$ cat config.mk
export PLATFORM = sky130hd
export DESIGN_NAME = omc_top
export DESIGN_NICKNAME = d
export VERILOG_FILES = /design/src/omc_pkg.sv /design/src/omc_top.sv
export SDC_FILE = /design/constraint.sdc
export NUM_CORES = 1
export LEC_CHECK = 0
export ABC_AREA = 1
export BUFFER_PORTS_ARGS = -buffer_cell sky130_fd_sc_hd__buf_4
export CORE_ASPECT_RATIO = 0.5
export CORE_MARGIN = 2
export CORE_UTILIZATION = 40
export CTS_BUF_LIST = sky130_fd_sc_hd__clkbuf_2
export DETAILED_ROUTE_END_ITERATION = 8
export PLACE_DENSITY = 0.66
export SLEW_MARGIN = 20
export SYNTH_ARGS = -nofsm -noshare
export SYNTH_HDL_FRONTEND = slang
export SYNTH_SLANG_ARGS = --single-unit
$ cat constraint.sdc
create_clock -name clk_sys -period 2.61 [get_ports clk_sys]
set_clock_uncertainty 0.05 [all_clocks]
set_input_delay 0.261 -clock clk_sys [delete_from_list [all_inputs] [get_ports clk_sys]]
set_output_delay 0.261 -clock clk_sys [all_outputs]
set_load 0.01 [all_outputs]
$ cat src/omc_pkg.sv
/*
 Package for the operating mode control block: register offset, field
 positions, mode encodings, debug map window constants and carrier structs.
 Assumes a single system clock domain and a plain strobe register port.
*/
package omc_pkg;

   // Register map.
   localparam logic [15:0] OMC_REG_OFFSET   = 16'h000B;
   localparam logic [15:0] OMC_ID_OFFSET    = 16'h000C;
   localparam logic [15:0] OMC_CTRL_OFFSET  = 16'h000D;
   localparam logic [15:0] OMC_STAT_OFFSET  = 16'h000E;

   // Field positions of the mode register.
   localparam int OMC_B_SPECIAL_MODE_NOT  = 7;
   localparam int OMC_B_MODE_SELECT_HIGH   = 6;
   localparam int OMC_B_MODE_SELECT_LOW   = 5;
   localparam int OMC_B_E_CLOCK_STRETCH_ENABLE   = 4;
   localparam int OMC_B_INTERNAL_VISIBILITY   = 3;
   localparam int OMC_B_EBSW   = 2;
   localparam int OMC_B_EME    = 0;

   // Field positions of the debug control register.
   localparam int OMC_B_DBG_EN  = 0;
   localparam int OMC_B_DBG_CMD = 1;

   // Reset values of the stretch and wait shutdown bits.
   localparam logic OMC_RST_E_CLOCK_STRETCH_ENABLE = 1'b1;
   localparam logic OMC_RST_EBSW = 1'b0;

   // Arbitrary neutral identity value.
   localparam logic [7:0] OMC_ID_VALUE = 8'h5A;

   // Debug map windows.
   localparam logic [15:0] OMC_DBG_ROM_LO = 16'hFF20;
   localparam logic [15:0] OMC_DBG_REG_LO = 16'hFF00;
   localparam logic [15:0] OMC_DBG_REG_HI = 16'hFF06;
   localparam logic [7:0]  OMC_TOP_PAGE   = 8'hFF;

   // Cycles the bus interface waits in wait mode before shutting down.
   localparam logic [3:0] OMC_WAIT_SHUT_CYC = 4'h8;

   // Mode codes {special_mode_not, mode_select_high, mode_select_low}.
   typedef enum logic [2:0] {
      OMC_SP_SC  = 3'b000,
      OMC_SP_EN  = 3'b001,
      OMC_SP_PER = 3'b010,
      OMC_SP_EW  = 3'b011,
      OMC_NM_SC  = 3'b100,
      OMC_NM_EN  = 3'b101,
      OMC_NM_RSV = 3'b110,
      OMC_NM_EW  = 3'b111
   } omc_mode_t;

   // Port usage per mode.
   typedef struct packed {
      logic ext_bus;
      logic wide;
      logic narrow;
      logic periph;
      logic single_chip;
      logic special;
   } omc_bus_cfg_t;

   // Processor access seen by the map decoder.
   typedef struct packed {
      logic        valid;
      logic        serial;
      logic [15:0] addr;
   } omc_cpu_acc_t;

   // Map selects.
   typedef struct packed {
      logic dbg_rom;
      logic dbg_reg;
      logic user_hidden;
      logic port_e_mapped;
      logic mode_reg_mapped;
   } omc_map_t;

endpackage

$ cat src/omc_top.sv
/*
 Operating mode control: strap capture, mode decode, mode register with its
 write protections, bus configuration, E clock stretch control, wait
 shutdown, and debug memory overlay. Assumes straps come from pins and are
 synchronised here; everything else shares clk_sys.
*/
// Chosen here: the strobed register port.
`timescale 1ns/1ps
`default_nettype none
module omc_top (
   // Clock, reset, enable.
   input  wire logic                  clk_sys,
   input  wire logic                  rst,
   input  wire logic                  clk_en,
   // Strap pins.
   input  wire logic                  background_debug_pin,
   input  wire logic                  mode_select_high,
   input  wire logic                  mode_select_low,
   // Register port.
   input  wire logic [15:0]           reg_addr,
   input  wire logic [7:0]            reg_wdata,
   input  wire logic                  reg_wr,
   input  wire logic                  reg_rd,
   output logic [7:0]                 reg_rdata,
   // Processor side.
   input  wire omc_pkg::omc_cpu_acc_t cpu_acc,
   input  wire logic                  cpu_acc_ext,
   input  wire logic                  halt_to_debug_instruction,
   input  wire logic                  wait_mode,
   input  wire logic                  bus_busy,
   // Status and control outputs.
   output omc_pkg::omc_bus_cfg_t      bus_cfg,
   output omc_pkg::omc_map_t          map_sel,
   output logic                       cpu_halted,
   output logic                       dbg_active,
   output logic                       e_stretch_high,
   output logic                       e_stretch_low,
   output logic                       vis_drive,
   output logic                       vis_wide_data,
   output logic                       bus_shutdown
);

   // Synchronisers and the strap-capture pipeline.
   logic [2:0] strap_s1_ff;
   logic [2:0] strap_s2_ff;
   logic       first_ff;

   // Mode register state.
   logic [2:0] mode_ff;
   logic       e_clock_stretch_enable_ff;
   logic       internal_visibility_ff;
   logic       ebsw_ff;
   logic       eme_ff;
   // Written records: special_mode_not, mode bits, e_clock_stretch_enable, internal_visibility, eme.
   logic [4:0] wr_seen_ff;
   // Debug and wait state.
   logic       dbg_en_ff;
   logic       dbg_act_ff;
   logic [3:0] wait_cnt_ff;

   logic       special;
   logic       expanded;
   logic       hit_mode;
   logic       wr_mode;
   logic [2:0] nxt_mode;
   logic [7:0] mode_rd;
   logic [2:0] cap_mode;
   logic       ctl_wr;

   // How the block hangs together. The strap pins are sampled through a
   // two-flop synchroniser that keeps running while reset is held, so the
   // settled strap levels sit in the second flop when reset falls. The first
   // enabled edge after release takes them into the mode bits; every other
   // field that depends on the mode takes its reset value at that same edge.
   // Each field of the mode register has its own write rule. One record per
   // field but the wait shutdown bit remembers whether a write has been accepted since reset, which
   // gives both write-once in normal modes and first-write-ignored in special
   // modes from the same flop. All outputs are registered, so every status
   // output trails the mode bits by one cycle; software that changes mode
   // must allow that cycle before it relies on the bus configuration.

   // Expanded means the external bus exists: narrow or wide codes.
   function automatic logic is_expanded(input logic [2:0] m);
      is_expanded = (m[0] == 1'b1);
   endfunction

   // Normal reserved code is forced to peripheral.
   function automatic logic [2:0] fold_mode(input logic [2:0] m);
      fold_mode = (m == omc_pkg::OMC_NM_RSV) ? omc_pkg::OMC_SP_PER : m;
   endfunction

   // Write-once in normal modes, anytime but the first in special modes.
   function automatic logic late_or_once(input logic spc, input logic seen);
      late_or_once = spc ? seen : !seen;
   endfunction

   assign special  = ~mode_ff[2];
   assign expanded = is_expanded(mode_ff);
   assign hit_mode = (reg_addr == omc_pkg::OMC_REG_OFFSET) && (mode_ff != omc_pkg::OMC_SP_PER);
   assign wr_mode  = reg_wr && hit_mode;
   // Folded strap code, the mode that the first enabled edge will capture.
   assign cap_mode = fold_mode(strap_s2_ff);
   assign ctl_wr   = reg_wr && (reg_addr == omc_pkg::OMC_CTRL_OFFSET);

   // Pins are asynchronous, so they pass two flops before use. These two have
   // no reset on purpose: they keep sampling while reset is held, so settled
   // strap levels stand in the second flop when reset is released.
   always_ff @(posedge clk_sys)
   begin
      if (clk_en)
      begin
         strap_s1_ff <= {background_debug_pin, mode_select_high, mode_select_low};
         strap_s2_ff <= strap_s1_ff;
      end
   end

   // First enabled cycle after release; straps are taken here, not at reset.
   // Taking them one edge late costs a cycle of start-up but avoids a race.
   always_ff @(posedge clk_sys or posedge rst)
   begin
      if (rst)
         first_ff <= 1'b1;
      else if (clk_en)
         first_ff <= 1'b0;
   end

   // Proposed mode bits from a write, honouring the protections.
   // In normal modes the special bit never changes, so a program cannot
   // fall into a test mode by accident.
   always_comb
   begin
      nxt_mode = mode_ff;
      if (special)
      begin
         if (wr_seen_ff[0])
            nxt_mode[2] = reg_wdata[omc_pkg::OMC_B_SPECIAL_MODE_NOT];
         if (wr_seen_ff[1])
            nxt_mode[1:0] = {reg_wdata[omc_pkg::OMC_B_MODE_SELECT_HIGH], reg_wdata[omc_pkg::OMC_B_MODE_SELECT_LOW]};
      end
      else if (!wr_seen_ff[1])
         nxt_mode[1:0] = {reg_wdata[omc_pkg::OMC_B_MODE_SELECT_HIGH], reg_wdata[omc_pkg::OMC_B_MODE_SELECT_LOW]};
      // Peripheral comes only from straps; writes never select it or reserved.
      if ((nxt_mode == omc_pkg::OMC_SP_PER) || (nxt_mode == omc_pkg::OMC_NM_RSV))
         nxt_mode = mode_ff;
   end

   // Mode status bits.
   // Peripheral mode is left only through reset, so no write reaches them there.
   always_ff @(posedge clk_sys or posedge rst)
   begin
      if (rst)
         mode_ff <= omc_pkg::OMC_SP_PER;
      else if (clk_en)
      begin
         if (first_ff)
            mode_ff <= fold_mode(strap_s2_ff);
         else if (wr_mode && (mode_ff != omc_pkg::OMC_SP_PER))
            mode_ff <= nxt_mode;
      end
   end

   // Configuration bits; visibility and emulation reset values follow the captured mode. Stretch may
   // be written once in normal modes and at any time in special modes, wait
   // shutdown only in normal modes, and visibility and emulation once in
   // normal modes but never by the first write in special modes. The stored
   // stretch bit is kept as written; expanded modes override it on use.
   always_ff @(posedge clk_sys or posedge rst)
   begin
      if (rst)
      begin
         e_clock_stretch_enable_ff <= omc_pkg::OMC_RST_E_CLOCK_STRETCH_ENABLE;
         ebsw_ff <= omc_pkg::OMC_RST_EBSW;
         internal_visibility_ff <= 1'b0;
         eme_ff  <= 1'b0;
      end
      else if (clk_en)
      begin
         if (first_ff)
         begin
            // The folded code is used, so a reserved strap resets as special.
            internal_visibility_ff <= ~cap_mode[2];
            eme_ff  <= ~cap_mode[2];
         end
         else if (wr_mode)
         begin
            if (special || !wr_seen_ff[2])
               e_clock_stretch_enable_ff <= reg_wdata[omc_pkg::OMC_B_E_CLOCK_STRETCH_ENABLE];
            if (late_or_once(special, wr_seen_ff[3]))
               internal_visibility_ff <= reg_wdata[omc_pkg::OMC_B_INTERNAL_VISIBILITY];
            if (late_or_once(special, wr_seen_ff[4]))
               eme_ff <= reg_wdata[omc_pkg::OMC_B_EME];
            if (!special)
               ebsw_ff <= reg_wdata[omc_pkg::OMC_B_EBSW];
         end
      end
   end

   // Written records, one per protected field, cleared by reset.
   // One accepted write marks every field, even a field that the write
   // itself could not change.
   always_ff @(posedge clk_sys or posedge rst)
   begin
      if (rst)
         wr_seen_ff <= 5'h00;
      else if (clk_en && wr_mode && !first_ff)
         wr_seen_ff <= 5'h1F;
   end

   // Debug control: enable, activation by command or halt, exit by command.
   always_ff @(posedge clk_sys or posedge rst)
   begin
      if (rst)
      begin
         dbg_en_ff  <= 1'b0;
         dbg_act_ff <= 1'b0;
      end
      else if (clk_en)
      begin
         if (first_ff)
         begin
            dbg_en_ff  <= (cap_mode == omc_pkg::OMC_SP_SC);
            dbg_act_ff <= (cap_mode == omc_pkg::OMC_SP_SC);
         end
         else
         begin
            if (ctl_wr)
               dbg_en_ff <= reg_wdata[omc_pkg::OMC_B_DBG_EN];
            // Entry wins over exit: with debug already enabled, a halt that meets a
            // control write in the same cycle still enters debug and is not dropped.
            if ((ctl_wr && reg_wdata[omc_pkg::OMC_B_DBG_EN]
                 && reg_wdata[omc_pkg::OMC_B_DBG_CMD])
                || (dbg_en_ff && halt_to_debug_instruction))
               dbg_act_ff <= 1'b1;
            else if (ctl_wr && !reg_wdata[omc_pkg::OMC_B_DBG_EN])
               dbg_act_ff <= 1'b0;
         end
      end
   end

   // Wait shutdown counts quiet cycles so pending bus activity finishes.
   // Any bus activity restarts the count, so the interface never stops in
   // the middle of a cycle.
   always_ff @(posedge clk_sys or posedge rst)
   begin
      if (rst)
         wait_cnt_ff <= 4'h0;
      else if (clk_en)
      begin
         if (!(wait_mode && ebsw_ff) || bus_busy)
            wait_cnt_ff <= 4'h0;
         else if (wait_cnt_ff != omc_pkg::OMC_WAIT_SHUT_CYC)
            wait_cnt_ff <= wait_cnt_ff + 4'h1;
      end
   end

   // Readback image of the mode register; bit 1 reads as zero.
   always_comb
   begin
      mode_rd = 8'h00;
      mode_rd[omc_pkg::OMC_B_SPECIAL_MODE_NOT] = mode_ff[2];
      mode_rd[omc_pkg::OMC_B_MODE_SELECT_HIGH]  = mode_ff[1];
      mode_rd[omc_pkg::OMC_B_MODE_SELECT_LOW]  = mode_ff[0];
      mode_rd[omc_pkg::OMC_B_E_CLOCK_STRETCH_ENABLE]  = e_clock_stretch_enable_ff | expanded;
      mode_rd[omc_pkg::OMC_B_INTERNAL_VISIBILITY]  = internal_visibility_ff;
      mode_rd[omc_pkg::OMC_B_EBSW]  = ebsw_ff;
      mode_rd[omc_pkg::OMC_B_EME]   = eme_ff;
   end

   // Read data one cycle after the strobe; unmapped addresses read zero.
   // The data drop back to zero after one cycle, so a late sample sees zero
   // rather than stale data.
   always_ff @(posedge clk_sys or posedge rst)
   begin
      if (rst)
         reg_rdata <= 8'h00;
      else if (clk_en)
      begin
         reg_rdata <= 8'h00;
         if (reg_rd)
         begin
            if (hit_mode)
               reg_rdata <= mode_rd;
            else if (reg_addr == omc_pkg::OMC_ID_OFFSET)
               reg_rdata <= omc_pkg::OMC_ID_VALUE;
            else if (reg_addr == omc_pkg::OMC_CTRL_OFFSET)
               reg_rdata <= {6'h00, dbg_act_ff, dbg_en_ff};
            else if (reg_addr == omc_pkg::OMC_STAT_OFFSET)
               reg_rdata <= {4'h0, wait_cnt_ff};
         end
      end
   end

   // Bus configuration and E clock behaviour, all registered.
   // Registering costs one cycle of lag behind the mode bits but keeps the
   // outputs free of glitches.
   always_ff @(posedge clk_sys or posedge rst)
   begin
      if (rst)
      begin
         bus_cfg        <= '0;
         cpu_halted     <= 1'b1;
         e_stretch_high <= 1'b0;
         e_stretch_low  <= 1'b0;
         vis_drive      <= 1'b0;
         vis_wide_data  <= 1'b0;
         bus_shutdown   <= 1'b0;
      end
      else if (clk_en)
      begin
         bus_cfg.special     <= special;
         bus_cfg.single_chip <= (mode_ff[1:0] == 2'b00);
         bus_cfg.ext_bus     <= expanded;
         bus_cfg.wide        <= (mode_ff[1:0] == 2'b11);
         bus_cfg.narrow      <= (mode_ff[1:0] == 2'b01);
         bus_cfg.periph      <= (mode_ff == omc_pkg::OMC_SP_PER);
         cpu_halted          <= (mode_ff == omc_pkg::OMC_SP_PER) || first_ff;
         e_stretch_high <= (e_clock_stretch_enable_ff | expanded) && cpu_acc.valid && cpu_acc_ext;
         e_stretch_low  <= (e_clock_stretch_enable_ff | expanded) && cpu_acc.valid && !cpu_acc_ext
                           && !(internal_visibility_ff && expanded);
         vis_drive      <= internal_visibility_ff && expanded && cpu_acc.valid && !cpu_acc_ext;
         vis_wide_data  <= internal_visibility_ff && (mode_ff == omc_pkg::OMC_SP_EN)
                           && cpu_acc.valid && !cpu_acc_ext;
         bus_shutdown   <= (wait_cnt_ff == omc_pkg::OMC_WAIT_SHUT_CYC);
      end
   end

   // Resource map selects for the current access.
   // The selects lag the access by one cycle. Serial debug accesses still
   // reach the top user page, which a debug host needs in order to inspect
   // the user memory hidden behind the debug window.
   always_ff @(posedge clk_sys or posedge rst)
   begin
      if (rst)
      begin
         map_sel    <= '0;
         dbg_active <= 1'b0;
      end
      else if (clk_en)
      begin
         dbg_active <= dbg_act_ff;
         map_sel.dbg_rom <= dbg_act_ff && !cpu_acc.serial
                            && (cpu_acc.addr >= omc_pkg::OMC_DBG_ROM_LO);
         map_sel.dbg_reg <= dbg_act_ff && (cpu_acc.addr >= omc_pkg::OMC_DBG_REG_LO)
                            && (cpu_acc.addr <= omc_pkg::OMC_DBG_REG_HI);
         map_sel.user_hidden <= dbg_act_ff && !cpu_acc.serial
                                && (cpu_acc.addr[15:8] == omc_pkg::OMC_TOP_PAGE);
         map_sel.port_e_mapped <= (mode_ff != omc_pkg::OMC_SP_PER)
                                  && !(eme_ff && expanded);
         map_sel.mode_reg_mapped <= (mode_ff != omc_pkg::OMC_SP_PER);
      end
   end

endmodule // omc_top
`default_nettype wire

Yosys cells after proc, flatten, opt, wreduce, memory -nomap -nowiden. Index checks and enable logic that the tools add are counted.

Latch bits: 0. Logic and storage cells: 144. Bits in writable memories: 0. Bits in read-only memories: 0. Output and inout port bits: 26. Register bits: 47. Memories: 0.

Shifts and indexed selects: 0. Reductions and logical operators: 60. Divide/modulo/power cells: 0. Order comparisons: 3. Multiplexer cells: 29. Bitwise gates (word level): 4. $mul: 0. $add $sub $neg: 1. Equal/unequal tests: 16.

Operators by type and width (count): $eq 16x4->1 const B (4); $ge 16x16->1 const B (2); $logic_and 1x1->1 (28); $le 16x16->1 const B (1); $mux 4 (4); $mux 8 (2); $mux 1 (15); $mux 3 (4); $reduce_bool 2->1 (6); $logic_not 1->1 (10); $reduce_and 3->1 (3); $eq 8x8->1 const B (1); $reduce_and 4->1 (2); $mux 7 (1); $eq 3x2->1 const B (2); $eq 3x3->1 const B (2); $mux 2 (3); $reduce_and 2->1 (3); $logic_or 1x1->1 (5); $add 4x1->4 const B (1); $eq 4x4->1 const B (1); $ne 4x4->1 const B (1); $eq 3x1->1 const B (1); $logic_not 3->1 (1); other kinds (8) (10).

Depth between registers and ports, before layout. Gate-level depths: netlist of run 1.

Word-level depth: 7. Gate-level depth with buffers: 10.

Worst setup path after synthesis of run 1. OpenSTA, ideal clock, no wires.

Path type: register to register. From: register first_ff. To: register dbg_act_ff. Path slack: 1.279 ns. Required time: 2.495 ns. Arrival time: 1.216 ns. Period minus slack after synthesis: 1.331 ns. Buffers on the path: 1. Cell stages (with the launch flop): 8. Path through: dfstp_2 > inv_2 > clkbuf_8 > nor4_1 > inv_1 > nand2_1 > nand2_1 > nand2_1.

Cells in the longest elaborated chain, start to end: 2.

Ends and longest elaborated chain: start: declaration (line omc_top.sv:46) `logic first_ff;`; start signal: assignment (line omc_top.sv:122) `first_ff <= 1'b1;`; start signal: assignment (line omc_top.sv:124) `first_ff <= 1'b0;`; $reduce_bool 3->1 (no source line); $reduce_and 2->1 (no source line); end signal: assignment (line omc_top.sv:222) `dbg_act_ff <= (cap_mode == omc_pkg::OMC_SP_SC);`; end: declaration (line omc_top.sv:58) `logic dbg_act_ff;`.

Several ways; a longest one is shown, not always the timed one. A chain may end at the register's enable or synchronous reset.

Final worst setup path of run 1.
From: register mode_ff[0]. To: register eme_ff.

Cells in the longest elaborated chain, start to end: 5.

Ends and longest elaborated chain: start: declaration (line omc_top.sv:49) `logic [2:0] mode_ff;`; start signal: assignment (line omc_top.sv:152) `mode_ff <= omc_pkg::OMC_SP_PER;`; start signal: assignment (line omc_top.sv:156) `mode_ff <= fold_mode(strap_s2_ff);`; start signal: assignment (line omc_top.sv:158) `mode_ff <= nxt_mode;`; $ne 3x2->1 (line omc_top.sv:99) `assign hit_mode = (reg_addr == omc_pkg::OMC_REG_OFFSET) && (mode_ff != omc_pkg::OMC_SP_PER);`; $logic_and 1x1->1 (line omc_top.sv:99); $logic_and 1x1->1 (line omc_top.sv:100) `assign wr_mode = reg_wr && hit_mode;`; $reduce_bool 2->1 (no source line); $reduce_and 3->1 (no source line); end signal: assignment (line omc_top.sv:182) `eme_ff <= ~cap_mode[2];`; end signal: assignment (line omc_top.sv:191) `eme_ff <= reg_wdata[omc_pkg::OMC_B_EME];`; end: declaration (line omc_top.sv:53) `logic eme_ff;`.

Every way passes these cells.

==> impl_metrics.tcl, run 1 <==
set metrics [dict create \
    status "completed" \
    drive_above_1_share_pct 28.7 \
    final_max_slew_viol_count 0 \
    path_class "flop to flop" \
    wl_mm 5.77 \
    clock_latency_ps 440 \
    p_clk_share_pct 20.9 \
    max-cap-violations 0 \
    dr_wl_met3_um 373 \
    end_kind "flop" \
    p_switching_w 0.000426 \
    syn_area_per_cell_um2 8.23 \
    p_int_w 0.000995 \
    min-delay-path-class "input port to flop" \
    clock-root-buffer "clkbuf_2" \
    n_antenna_cell 0 \
    drt_iter0_drc 115 \
    hold_viol 0 \
    track_usage_pct 18.8 \
    cts_buffer_depth 2 \
    cp_max_fo 8 \
    total_leakage_power_nw 1.62 \
    gp_congestion 0.825 \
    gr-total-overflow 0 \
    instances_no_fill 453 \
    vias 2227 \
    cts-htree-levels 2 \
    numPortBuffers 79 \
    dp.final_hpwl_mm 4.45 \
    rsz0062_at_grt "no" \
    antenna_found_initial 0 \
    vias_per_cell 4.92 \
    cts.clk_slew.worst_paths_ps 260 \
    wl_met1_mm 2.82 \
    layout.nets 436 \
    drt-wirelength-per-cell_um 12.7 \
    ys_seq_elements 47 \
    slowest_stage "dfrtp_1" \
    max_slew_margin_pct 40.3 \
    swShare_pct 30.0 \
    dr.pass1.iters 4 \
    seq_area_frac_synth_pct 50.6 \
    cp_cell_sequence "inv_2 > nand3_2 > nand3_4 > o21ai_4 > nand2_1 > nand2_1 > nand2_1" \
    setup_viol_count_final 0 \
    grt_start_max_net_pins 42 \
    cts_tree "yes" \
    power.density_nw_per_um2 450 \
    ys_warn_count 0 \
    setup_tns_ps 0 \
    pin_count 80 \
    peakVddDrop_mv 0.175 \
    routed-wl-met2_mm 2.52 \
    seq_power_share_pct 59.3 \
    cts_buffers 5 \
    die_h_um 58.7 \
    initial_utilization_pct 42.5 \
    synth_area_um2 2390 \
    top_layer "met4" \
    synthCells 291 \
    pre_cts_slack_ps 729 \
    grt_pass1_vias 2134 \
    synth_nets 348 \
    dp.cells 437 \
    worst_setup_path_start_kind "flop" \
    ys_types 37 \
    layout_setup_ws_ps 1020 \
    area_growth_pct 31.8 \
    post_cts_buffers 0 \
    rows 19 \
    grt_pass1_wl_mm 9.91 \
    total_power_w 0.00142 \
    cp.arrival_ps 1880 \
    tightest_slew_ps 894 \
    cts.sinks 47 \
    comb_power_share_pct 19.9 \
    whs_ps 9.80 \
    core_area_um2 5630 \
    period_share_pct 61.0 \
    ant_nets 0 \
    dieArea_um2 6660 \
    die_x_um 113 \
    slowest_delay_ps 550 \
    max_freq_mhz 629 \
    fin_crit_ps 1590 \
    required_ps 2900 \
    crit_top_cell "nand2_1" \
    drc 0 \
]
cells by family (layout without fill, tap and decap cells):
kind of cell    count (synthesis)  count (layout)  share of synthesized area, %
compound gates                 36              36                          9.04
xor+xnor                        1               1                         0.366
fa+ha+maj                       3               3                          1.57
buf+inv                        38             127                          7.00
flops                          47              47                          50.6
mux                             1               1                         0.418
simple gates                  165             165                          31.0
routing by layer:
metal  track usage [%]  vias up
li1                  -     1124
met1              26.3     1032
met2              30.3       67
met3              4.33        4
met4              4.88        0
met5                 0        -
area by class of cell:
class	count	area (um^2)
timing repair buffer	88	681
sequential	47	1210
clock buffer	5	25.0
inverter	31	116
tap	73	91.3
fill	550	2480
multi-input combinational	206	1020
clock inverter	3	15.0
stage by stage:
stage,utilization (%),area [um^2]
2_1_floorplan,-,2390
3_3_place_gp,53.9,3040
3_5_place_dp,53.9,3040
4_1_cts,55.8,3150
5_1_grt,56.0,3160
6_report,56.0,3160
power by group through the flow:
stage	clock network, W	registers (W)	logic [W]
4_1_cts	0.000304	0.000843	0.000284
6_report	0.000296	0.000842	0.000283
2_1_floorplan	0	0.000857	0.000125
5_1_grt	0.000339	0.000852	0.000319
3_5_place_dp	0	0.000857	0.000276
3_3_place_gp	0	0.000855	0.000268
sequential cells by signal, indices dropped and copies added, names as in the netlist, 3 cells and up:
signal       count
strap_s2_ff      3
strap_s1_ff      3
mode_ff          3
bus_cfg          6
map_sel          5
reg_rdata        8
wait_cnt_ff      4
layout by cell type (no fill, tap or decap), drive strengths merged:
| master | instances |
|---|---|
| a21o | 1 |
| a21oi | 6 |
| buf | 80 |
| clkbuf | 5 |
| clkinv | 2 |
| clkinvlp | 1 |
| dfrtp | 37 |
| dfstp | 4 |
| dlygate4sd3 | 8 |
| edfxtp | 6 |
| ha | 3 |
| inv | 31 |
| mux2i | 1 |
| nand2 | 92 |
| nand3 | 26 |
| nand4 | 9 |
| nor2 | 33 |
| nor3 | 2 |
| nor3b | 1 |
| nor4 | 1 |
| o211ai | 1 |
| o21a | 2 |
| o21ai | 22 |
| o22ai | 1 |
| o31ai | 1 |
| o41ai | 2 |
| or2 | 1 |
| xor2 | 1 |
repair_timing:
item                                   in CTS  in global routing
hold buffers                                7                  1
resized for setup                           0                  0
endpoints found under the hold margin      43                  1
synth_stat cells:
master,n,area (um^2)
nand2_1,88,330
nand2_2,4,25.0
a21o_1,1,7.51
buf_6,1,11.3
nand3_4,1,17.5
o31ai_1,1,7.51
dfstp_2,4,105
o21ai_1,5,25.0
nand3_1,22,110
nor2_2,2,12.5
mux2i_1,1,10.0
o21ai_4,1,16.3
o21ai_2,1,8.76
nand4_1,9,56.3
ha_1,3,37.5
o41ai_1,2,17.5
o211ai_1,1,7.51
nor2_4,2,22.5
dfrtp_1,37,926
buf_4,1,7.51
nor4_1,1,6.26
o21a_1,2,15.0
buf_2,3,15.0
or2_2,1,6.26
o22ai_1,1,6.26
xor2_1,1,8.76
nor3_1,2,10.0
o21ai_0,15,75.1
nor3b_1,1,7.51
nor2_1,29,109
nand3_2,3,30.0
clkbuf_8,1,13.8
inv_2,4,15.0
a21oi_1,6,30.0
edfxtp_1,6,180
clkbuf_1,1,3.75
inv_1,27,101
worst paths after layout:
check / from / to / slack, ps / cells past startpoint
min in group asynchronous: rst / bus_cfg[5]$_DFFE_PP0P_ / 400 / 4
max reg2reg: mode_ff[0]$_DFFE_PP0P_ / eme_ff$_DFFE_PP0P_ / 1020 / 7
max in group asynchronous: rst / first_ff$_DFFE_PP1P_ / 1700 / 4
min reg2reg: strap_s1_ff[2]$_DFFE_PP_ / strap_s2_ff[2]$_DFFE_PP_ / 400 / 0
max: mode_ff[0]$_DFFE_PP0P_ / eme_ff$_DFFE_PP0P_ / 1020 / 7
min: cpu_acc[17] / vis_wide_data$_DFFE_PP0P_ / 10 / 3
worst max-delay path: cells and delay by family, from the launching register on:
kind / cells / cell delay, ps
buffers and inverters: 1 / 120
DFF: 1 / 550
AOI/OAI and AO/OA: 1 / 250
and+or+nand+nor: 5 / 520
Note: power is estimated with default switching activity, not from simulation.
==> run 2: changes to the inputs <==
==> constraint.sdc (replaced) <==
create_clock -name clk_sys -period 1.5 [get_ports clk_sys]
set_clock_uncertainty 0.05 [all_clocks]
set_input_delay 0.15 -clock clk_sys [delete_from_list [all_inputs] [get_ports clk_sys]]
set_output_delay 0.15 -clock clk_sys [all_outputs]
set_load 0.01 [all_outputs]
==> run 2 against run 1 <==
Register-to-register slack lost 990 ps. Fmax grew 8.2%. Cell area grew 15%. Highest routed layer unchanged. Worst hold slack gained 49 ps. Via count grew 9.9%. Sequential cell count is the same.
==> impl_metrics.tcl, run 2 (synthesized netlist as in run 1, its figures left out) <==
set metrics [dict create \
    crit_top_cell "nor2_2" \
    mostFrequentLayoutCells "buf_4 (97), nand2_1 (86), dfrtp_1 (36)" \
    clock-root-buffer "clkbuf_2" \
    top_layer "met4" \
    drt_iter0_drc 152 \
    power.density_nw_per_um2 820 \
    vias 2448 \
    cp_max_fo 4 \
    dieArea_um2 6660 \
    utilization_pct 64.3 \
    numPortBuffers 79 \
    status "completed" \
    total_leakage_power_nw 1.83 \
    grt_pass1_wl_mm 10.9 \
    whs_ps 59.0 \
    cts.sinks 47 \
    cp_cell_sequence "inv_2 > ha_2 > nand2_1 > nor2_2 > nor2_2 > nand4_1 > xor2_1 > nor2_1" \
    layout_commonest_cell "buf_4" \
    wl_met1_mm 3.16 \
    drc 0 \
    min-delay-path-class "input port to flop" \
    initial_utilization_pct 42.5 \
    track_usage_pct 21.4 \
    vias_per_cell 4.97 \
    hold_viol 0 \
    clock_latency_ps 430 \
    dr_wl_met3_um 403 \
    dp.final_hpwl_mm 4.69 \
    cts-htree-levels 2 \
    area_growth_pct 51.3 \
    rows 19 \
    gr-total-overflow 0 \
    slowest_delay_ps 450 \
    r2r-end "wait_cnt_ff[3]$_DFFE_PP0P_" \
    die_x_um 113 \
    top_regs "reg_rdata: 8 flops, bus_cfg: 6 flops, map_sel: 5 flops" \
    final_max_slew_viol_count 0 \
    fin_crit_ps 1470 \
    period_share_pct 98.0 \
    reg2reg_depth 8 \
    total_power_w 0.00297 \
    cts_tree "yes" \
    cts_buffers 5 \
    largest_reg_flops 8 \
    required_ps 1830 \
    tightest_slew_ps 291 \
    cts_buffer_depth 2 \
    cts.clk_slew.worst_paths_ps 250 \
    drive_above_1_share_pct 34.4 \
    crit_end "wait_cnt_ff[3]$_DFFE_PP0P_" \
    core_area_um2 5630 \
    slowest_stage "dfrtp_1" \
    setup_tns_ps 0 \
    fin_area_um2 3620 \
    routed-wl-met2_mm 3.07 \
    postPlaceCellArea_um2 3090 \
    setup_viol_count_final 0 \
    cp.arrival_ps 1800 \
    gp_congestion 0.837 \
    max-cap-violations 0 \
    die_h_um 58.7 \
    drt-wirelength-per-cell_um 13.7 \
    max_slew_margin_pct 80.5 \
    end_kind "flop" \
    worst_setup_path_start_kind "flop" \
    path_class "flop to flop" \
    grt_pass1_vias 2235 \
    peakVddDrop_mv 0.349 \
    ant_nets 0 \
    dr.pass1.iters 4 \
    grt_start_max_net_pins 42 \
    worstReg2RegStart "wait_cnt_ff[0]$_DFFE_PP0P_" \
    wl_mm 6.75 \
    fill_cells 477 \
    timing.reg2reg.setup_slack_ps 30 \
    cp-startpoint "wait_cnt_ff[0]$_DFFE_PP0P_" \
    pin_count 80 \
    max_freq_mhz 680 \
    antenna_found_initial 1 \
    regMostFlops "reg_rdata" \
    layout.nets 475 \
]
==> run 2: report_power, final <==
part           internal, W  switching [W]
combinational     0.000325       0.000302
sequential         0.00139      0.0000711
clock             0.000447       0.000438
total              0.00216       0.000811
==> run 2: worst max-delay path, delay by kind of cell (launching register included) <==
family                     cells  cell delay, ps
DFF                            1             450
xor gates and xnor gates       1             160
and+or+nand+nor                5             550
buffers and inverters          1              60
adders and majority gates      1             170
==> run 2: how the worst min path moves through the flow <==
stage | startpoint | endpoint | cells after the start | slack (ps)
finish | halt_to_debug_instruction | dbg_act_ff$_DFFE_PP0P_ | 6 | 60
global route | cpu_acc[8] | map_sel[3]$_DFFE_PP0P_ | 5 | 40
CTS | cpu_acc[8] | map_sel[3]$_DFFE_PP0P_ | 5 | 8
detailed placement | rst | map_sel[2]$_DFFE_PP0P_ | 3 | 190
global placement | rst | map_sel[0]$_DFFE_PP0P_ | 3 | 180
floorplan | reg_wdata[4] | e_clock_stretch_enable_ff$_DFFE_PP1P_ | 2 | 200
==> run 2: what timing repair did <==
item / 4_1_cts / 5_1_grt
endpoints found under the setup margin: 0 / 14
hold buffers: 26 / 3
resized for setup: 0 / 18
hold endpoints to repair: 65 / 1
setup buffers: 0 / 13
==> run 2: final cells by class <==
cell class,instances,area (um^2),share of cell area [%]
clock inverters,3,67.6,1.86
multi-input cells,206,1060,29.3
well taps,73,91.3,2.52
repair buffers,127,1040,28.7
flip-flops and latches,47,1210,33.5
diodes,1,2.50,0.0691
clock buffers,5,25.0,0.691
inverters,31,123,3.38
==> run 2: routing by layer <==
layer,track usage [%],vias to the layer above
met3,4.12,10
met1,30.6,1153
li1,-,1200
met4,5.40,0
met5,0,-
met2,34.0,85
==> run 2: through the flow <==
stage / std cells / setup slack (ps)
final: 493 / 30.1
after detailed placement: 443 / 26.9
after CTS: 477 / 3.09
after floorplan: 291 / 169
after global placement: 443 / 70.1
after global routing: 493 / -73.5
==> run 3: changes to the inputs <==
--- a/config.mk
+++ b/config.mk
@@ -5,7 +5,7 @@
 export SDC_FILE = /design/constraint.sdc
 export NUM_CORES = 1
 export LEC_CHECK = 0
-export ABC_AREA = 1
+export ABC_AREA = 0
 export BUFFER_PORTS_ARGS = -buffer_cell sky130_fd_sc_hd__buf_4
 export CORE_ASPECT_RATIO = 0.5
 export CORE_MARGIN = 2
==> run 3 against run 2 <==
The run now ends with negative setup slack left. Register-to-register slack worse by 120 ps. Fmax shrank 7.3%. First-iteration DRC count up 3.9%.
==> impl_metrics.tcl, run 3 <==
set metrics [dict create \
    final_max_slew_viol_count 0 \
    utilization_pct 65.2 \
    synth_nets 289 \
    ys_types 51 \
    gr-total-overflow 0 \
    synth_area_um2 2400 \
    track_usage_pct 21.0 \
    drt-wirelength-per-cell_um 15.9 \
    drt_iter0_drc 158 \
    synthArstFlopShare_pct 87.2 \
    pin_count 80 \
    cts_tree "yes" \
    grt_start_max_net_pins 42 \
    required_ps 1800 \
    regMostFlops "reg_rdata" \
    max_freq_mhz 631 \
    whs_ps 47.2 \
    holdCritStartpoint "reg_addr[0]" \
    cts-htree-levels 2 \
    status "complete, but fails checks" \
    vias 2388 \
    ys_warn_count 0 \
    rows 19 \
    ys_seq_elements 47 \
    initial_utilization_pct 42.7 \
    hold_viol 0 \
    power.density_nw_per_um2 665 \
    worstReg2RegStart "mode_ff[1]$_DFFE_PP1P_" \
    die_h_um 58.8 \
    fin_crit_ps 1590 \
    layout_commonest_cell "buf_4" \
    clock-root-buffer "clkbuf_2" \
    wl_mm 6.95 \
    mostFrequentLayoutCells "buf_4 (111), dfrtp_1 (36), dlygate4sd3_1 (20)" \
    yosysMostFrequentCell "dfrtp_1" \
    cp_max_fo 3 \
    antenna_found_initial 0 \
    die_x_um 114 \
    min-delay-path-class "input port to flop" \
    cts_buffers 5 \
    clock_latency_ps 420 \
    dominantRegCellSynth "dfrtp_1" \
    grt_pass1_vias 2322 \
    largest_reg_flops 8 \
    peakVddDrop_mv 0.394 \
    cp.arrival_ps 1880 \
    path_class "flop to flop" \
    syn_area_per_cell_um2 10.4 \
    drc 0 \
    n_antenna_cell 0 \
    ant_nets 0 \
    layout_setup_ws_ps -85.4 \
    gp_congestion 0.809 \
    worst_setup_path_start_kind "flop" \
    setup_viol_count_final 6 \
    period_share_pct 106 \
    vias_per_cell 5.46 \
    yosysTopAreaCellShare_pct 38.5 \
    dieArea_um2 6680 \
    cts.clk_slew.worst_paths_ps 230 \
    violations "negative setup slack" \
    seq_area_frac_synth_pct 50.4 \
    layout.nets 420 \
    core_area_um2 5630 \
    cts.sinks 47 \
    dr.pass1.iters 4 \
    numPortBuffers 79 \
    grt_pass1_wl_mm 10.8 \
    synth_area_leader_cell "dfrtp_1" \
    pre_cts_slack_ps -202 \
    max-cap-violations 0 \
    total_leakage_power_nw 1.69 \
    synth_edf_count 6 \
    end_kind "flop" \
    top_regs "reg_rdata: 8 flops, bus_cfg: 6 flops, map_sel: 5 flops" \
    cp-startpoint "mode_ff[1]$_DFFE_PP1P_" \
    synthCells 232 \
    drive_above_1_share_pct 42.3 \
    tightest_slew_ps 511 \
    ys_top_cells_by_area "dfrtp_1 (39%), edfxtp_1 (7.5%), dfstp_2 (4.4%)" \
    cts_buffer_depth 2 \
    area_growth_pct 52.9 \
    synth_commonest_cells "dfrtp_1 (37), inv_1 (19), nand2_1 (15), o21ai_0 (12), nor2_1 (9)" \
    dp.final_hpwl_mm 4.91 \
    rsz0062_at_grt "yes" \
    max_slew_margin_pct 65.9 \
]
-- run 3: changes by cell type after synthesis, moves of 5 or more --
cell       change
mux2_2         +7
nor2_1        -20
nand2_1       -73
and4_1         +5
inv_1          -8
nand3_1       -16
nand2b_1       +5
o2bb2ai_1      +8
nand3b_1       +5
o21ai_1        -5
o31ai_1        +5
nor2b_1        +6
o2111ai_1      +5
-- run 3: final timing paths --
check	endpoint	slack [ps]	depth (start not counted)
worst min register to register	strap_s2_ff[2]$_DFFE_PP_	400	0
worst min-delay path	reg_rdata[7]$_DFFE_PP0P_	50	3
worst max-delay path	ebsw_ff$_DFFE_PP0P_	-90	4
worst max register to register	ebsw_ff$_DFFE_PP0P_	-90	4
min in group asynchronous	reg_rdata[0]$_DFFE_PP0P_	320	4
max in group asynchronous	mode_ff[2]$_DFFE_PP0P_	710	4
-- run 3: area by class of cell --
type,instances,area (um^2)
clock buffer,6,30.0
inverter,19,71.3
fill,467,1960
tap,73,91.3
multi-input combinational,156,1180
timing repair buffer,134,1080
sequential,47,1210
clock inverter,2,8.76
-- run 3: metrics by stage --
stage	power [W]	cell area (um^2)	cells	TNS [ps]
final	0.00244	3670	437	-345
after global routing	0.00256	3670	437	-751
after CTS	0.00243	3470	422	-332
after detailed placement	0.00187	3240	399	-1240
after global placement	0.00186	3240	399	-251
after floorplan	0.00159	2410	232	-129
-- run 3: layer usage --
layer  global-route usage (%)  vias to the layer above  routed length (um)
met2                     34.0                       94                3240
met5                        0                        -                   0
met4                     6.45                        0                  77
met3                     4.84                        7                 550
met1                     28.8                     1155                3090
li1                         -                     1132                   -
-- run 3: what timing repair did --
item                                    in CTS  in global routing
hold buffers                                14                  6
pin swaps                                    5                  5
endpoints found under the setup margin       9                 14
buffers inserted                             1                  9
cloned                                       0                  0
endpoints found under the hold margin       57                  3
gates resized for setup                      9                 18
-- run 3: critical path, cell delays in order (launching register included) --
cell and delay (ps):
dfstp_2 590, or3b_4 390, nand4_1 160, nor3_2 60
mux2_2 260
-- run 3: logic make-up after synthesis --
family,count (synthesis),share of synthesized area (%)
xor+xnor,1,0.364
fa+ha+maj,3,1.56
flops,47,50.4
compound gates,61,18.2
simple gates,83,21.0
buf+inv,29,4.79
mux,8,3.70
-- run 3: power by group --
part           internal, W  leakage (nW)  switching, W
sequential         0.00136         0.585     0.0000427
combinational     0.000298          1.07      0.000232
clock             0.000115        0.0304      0.000402
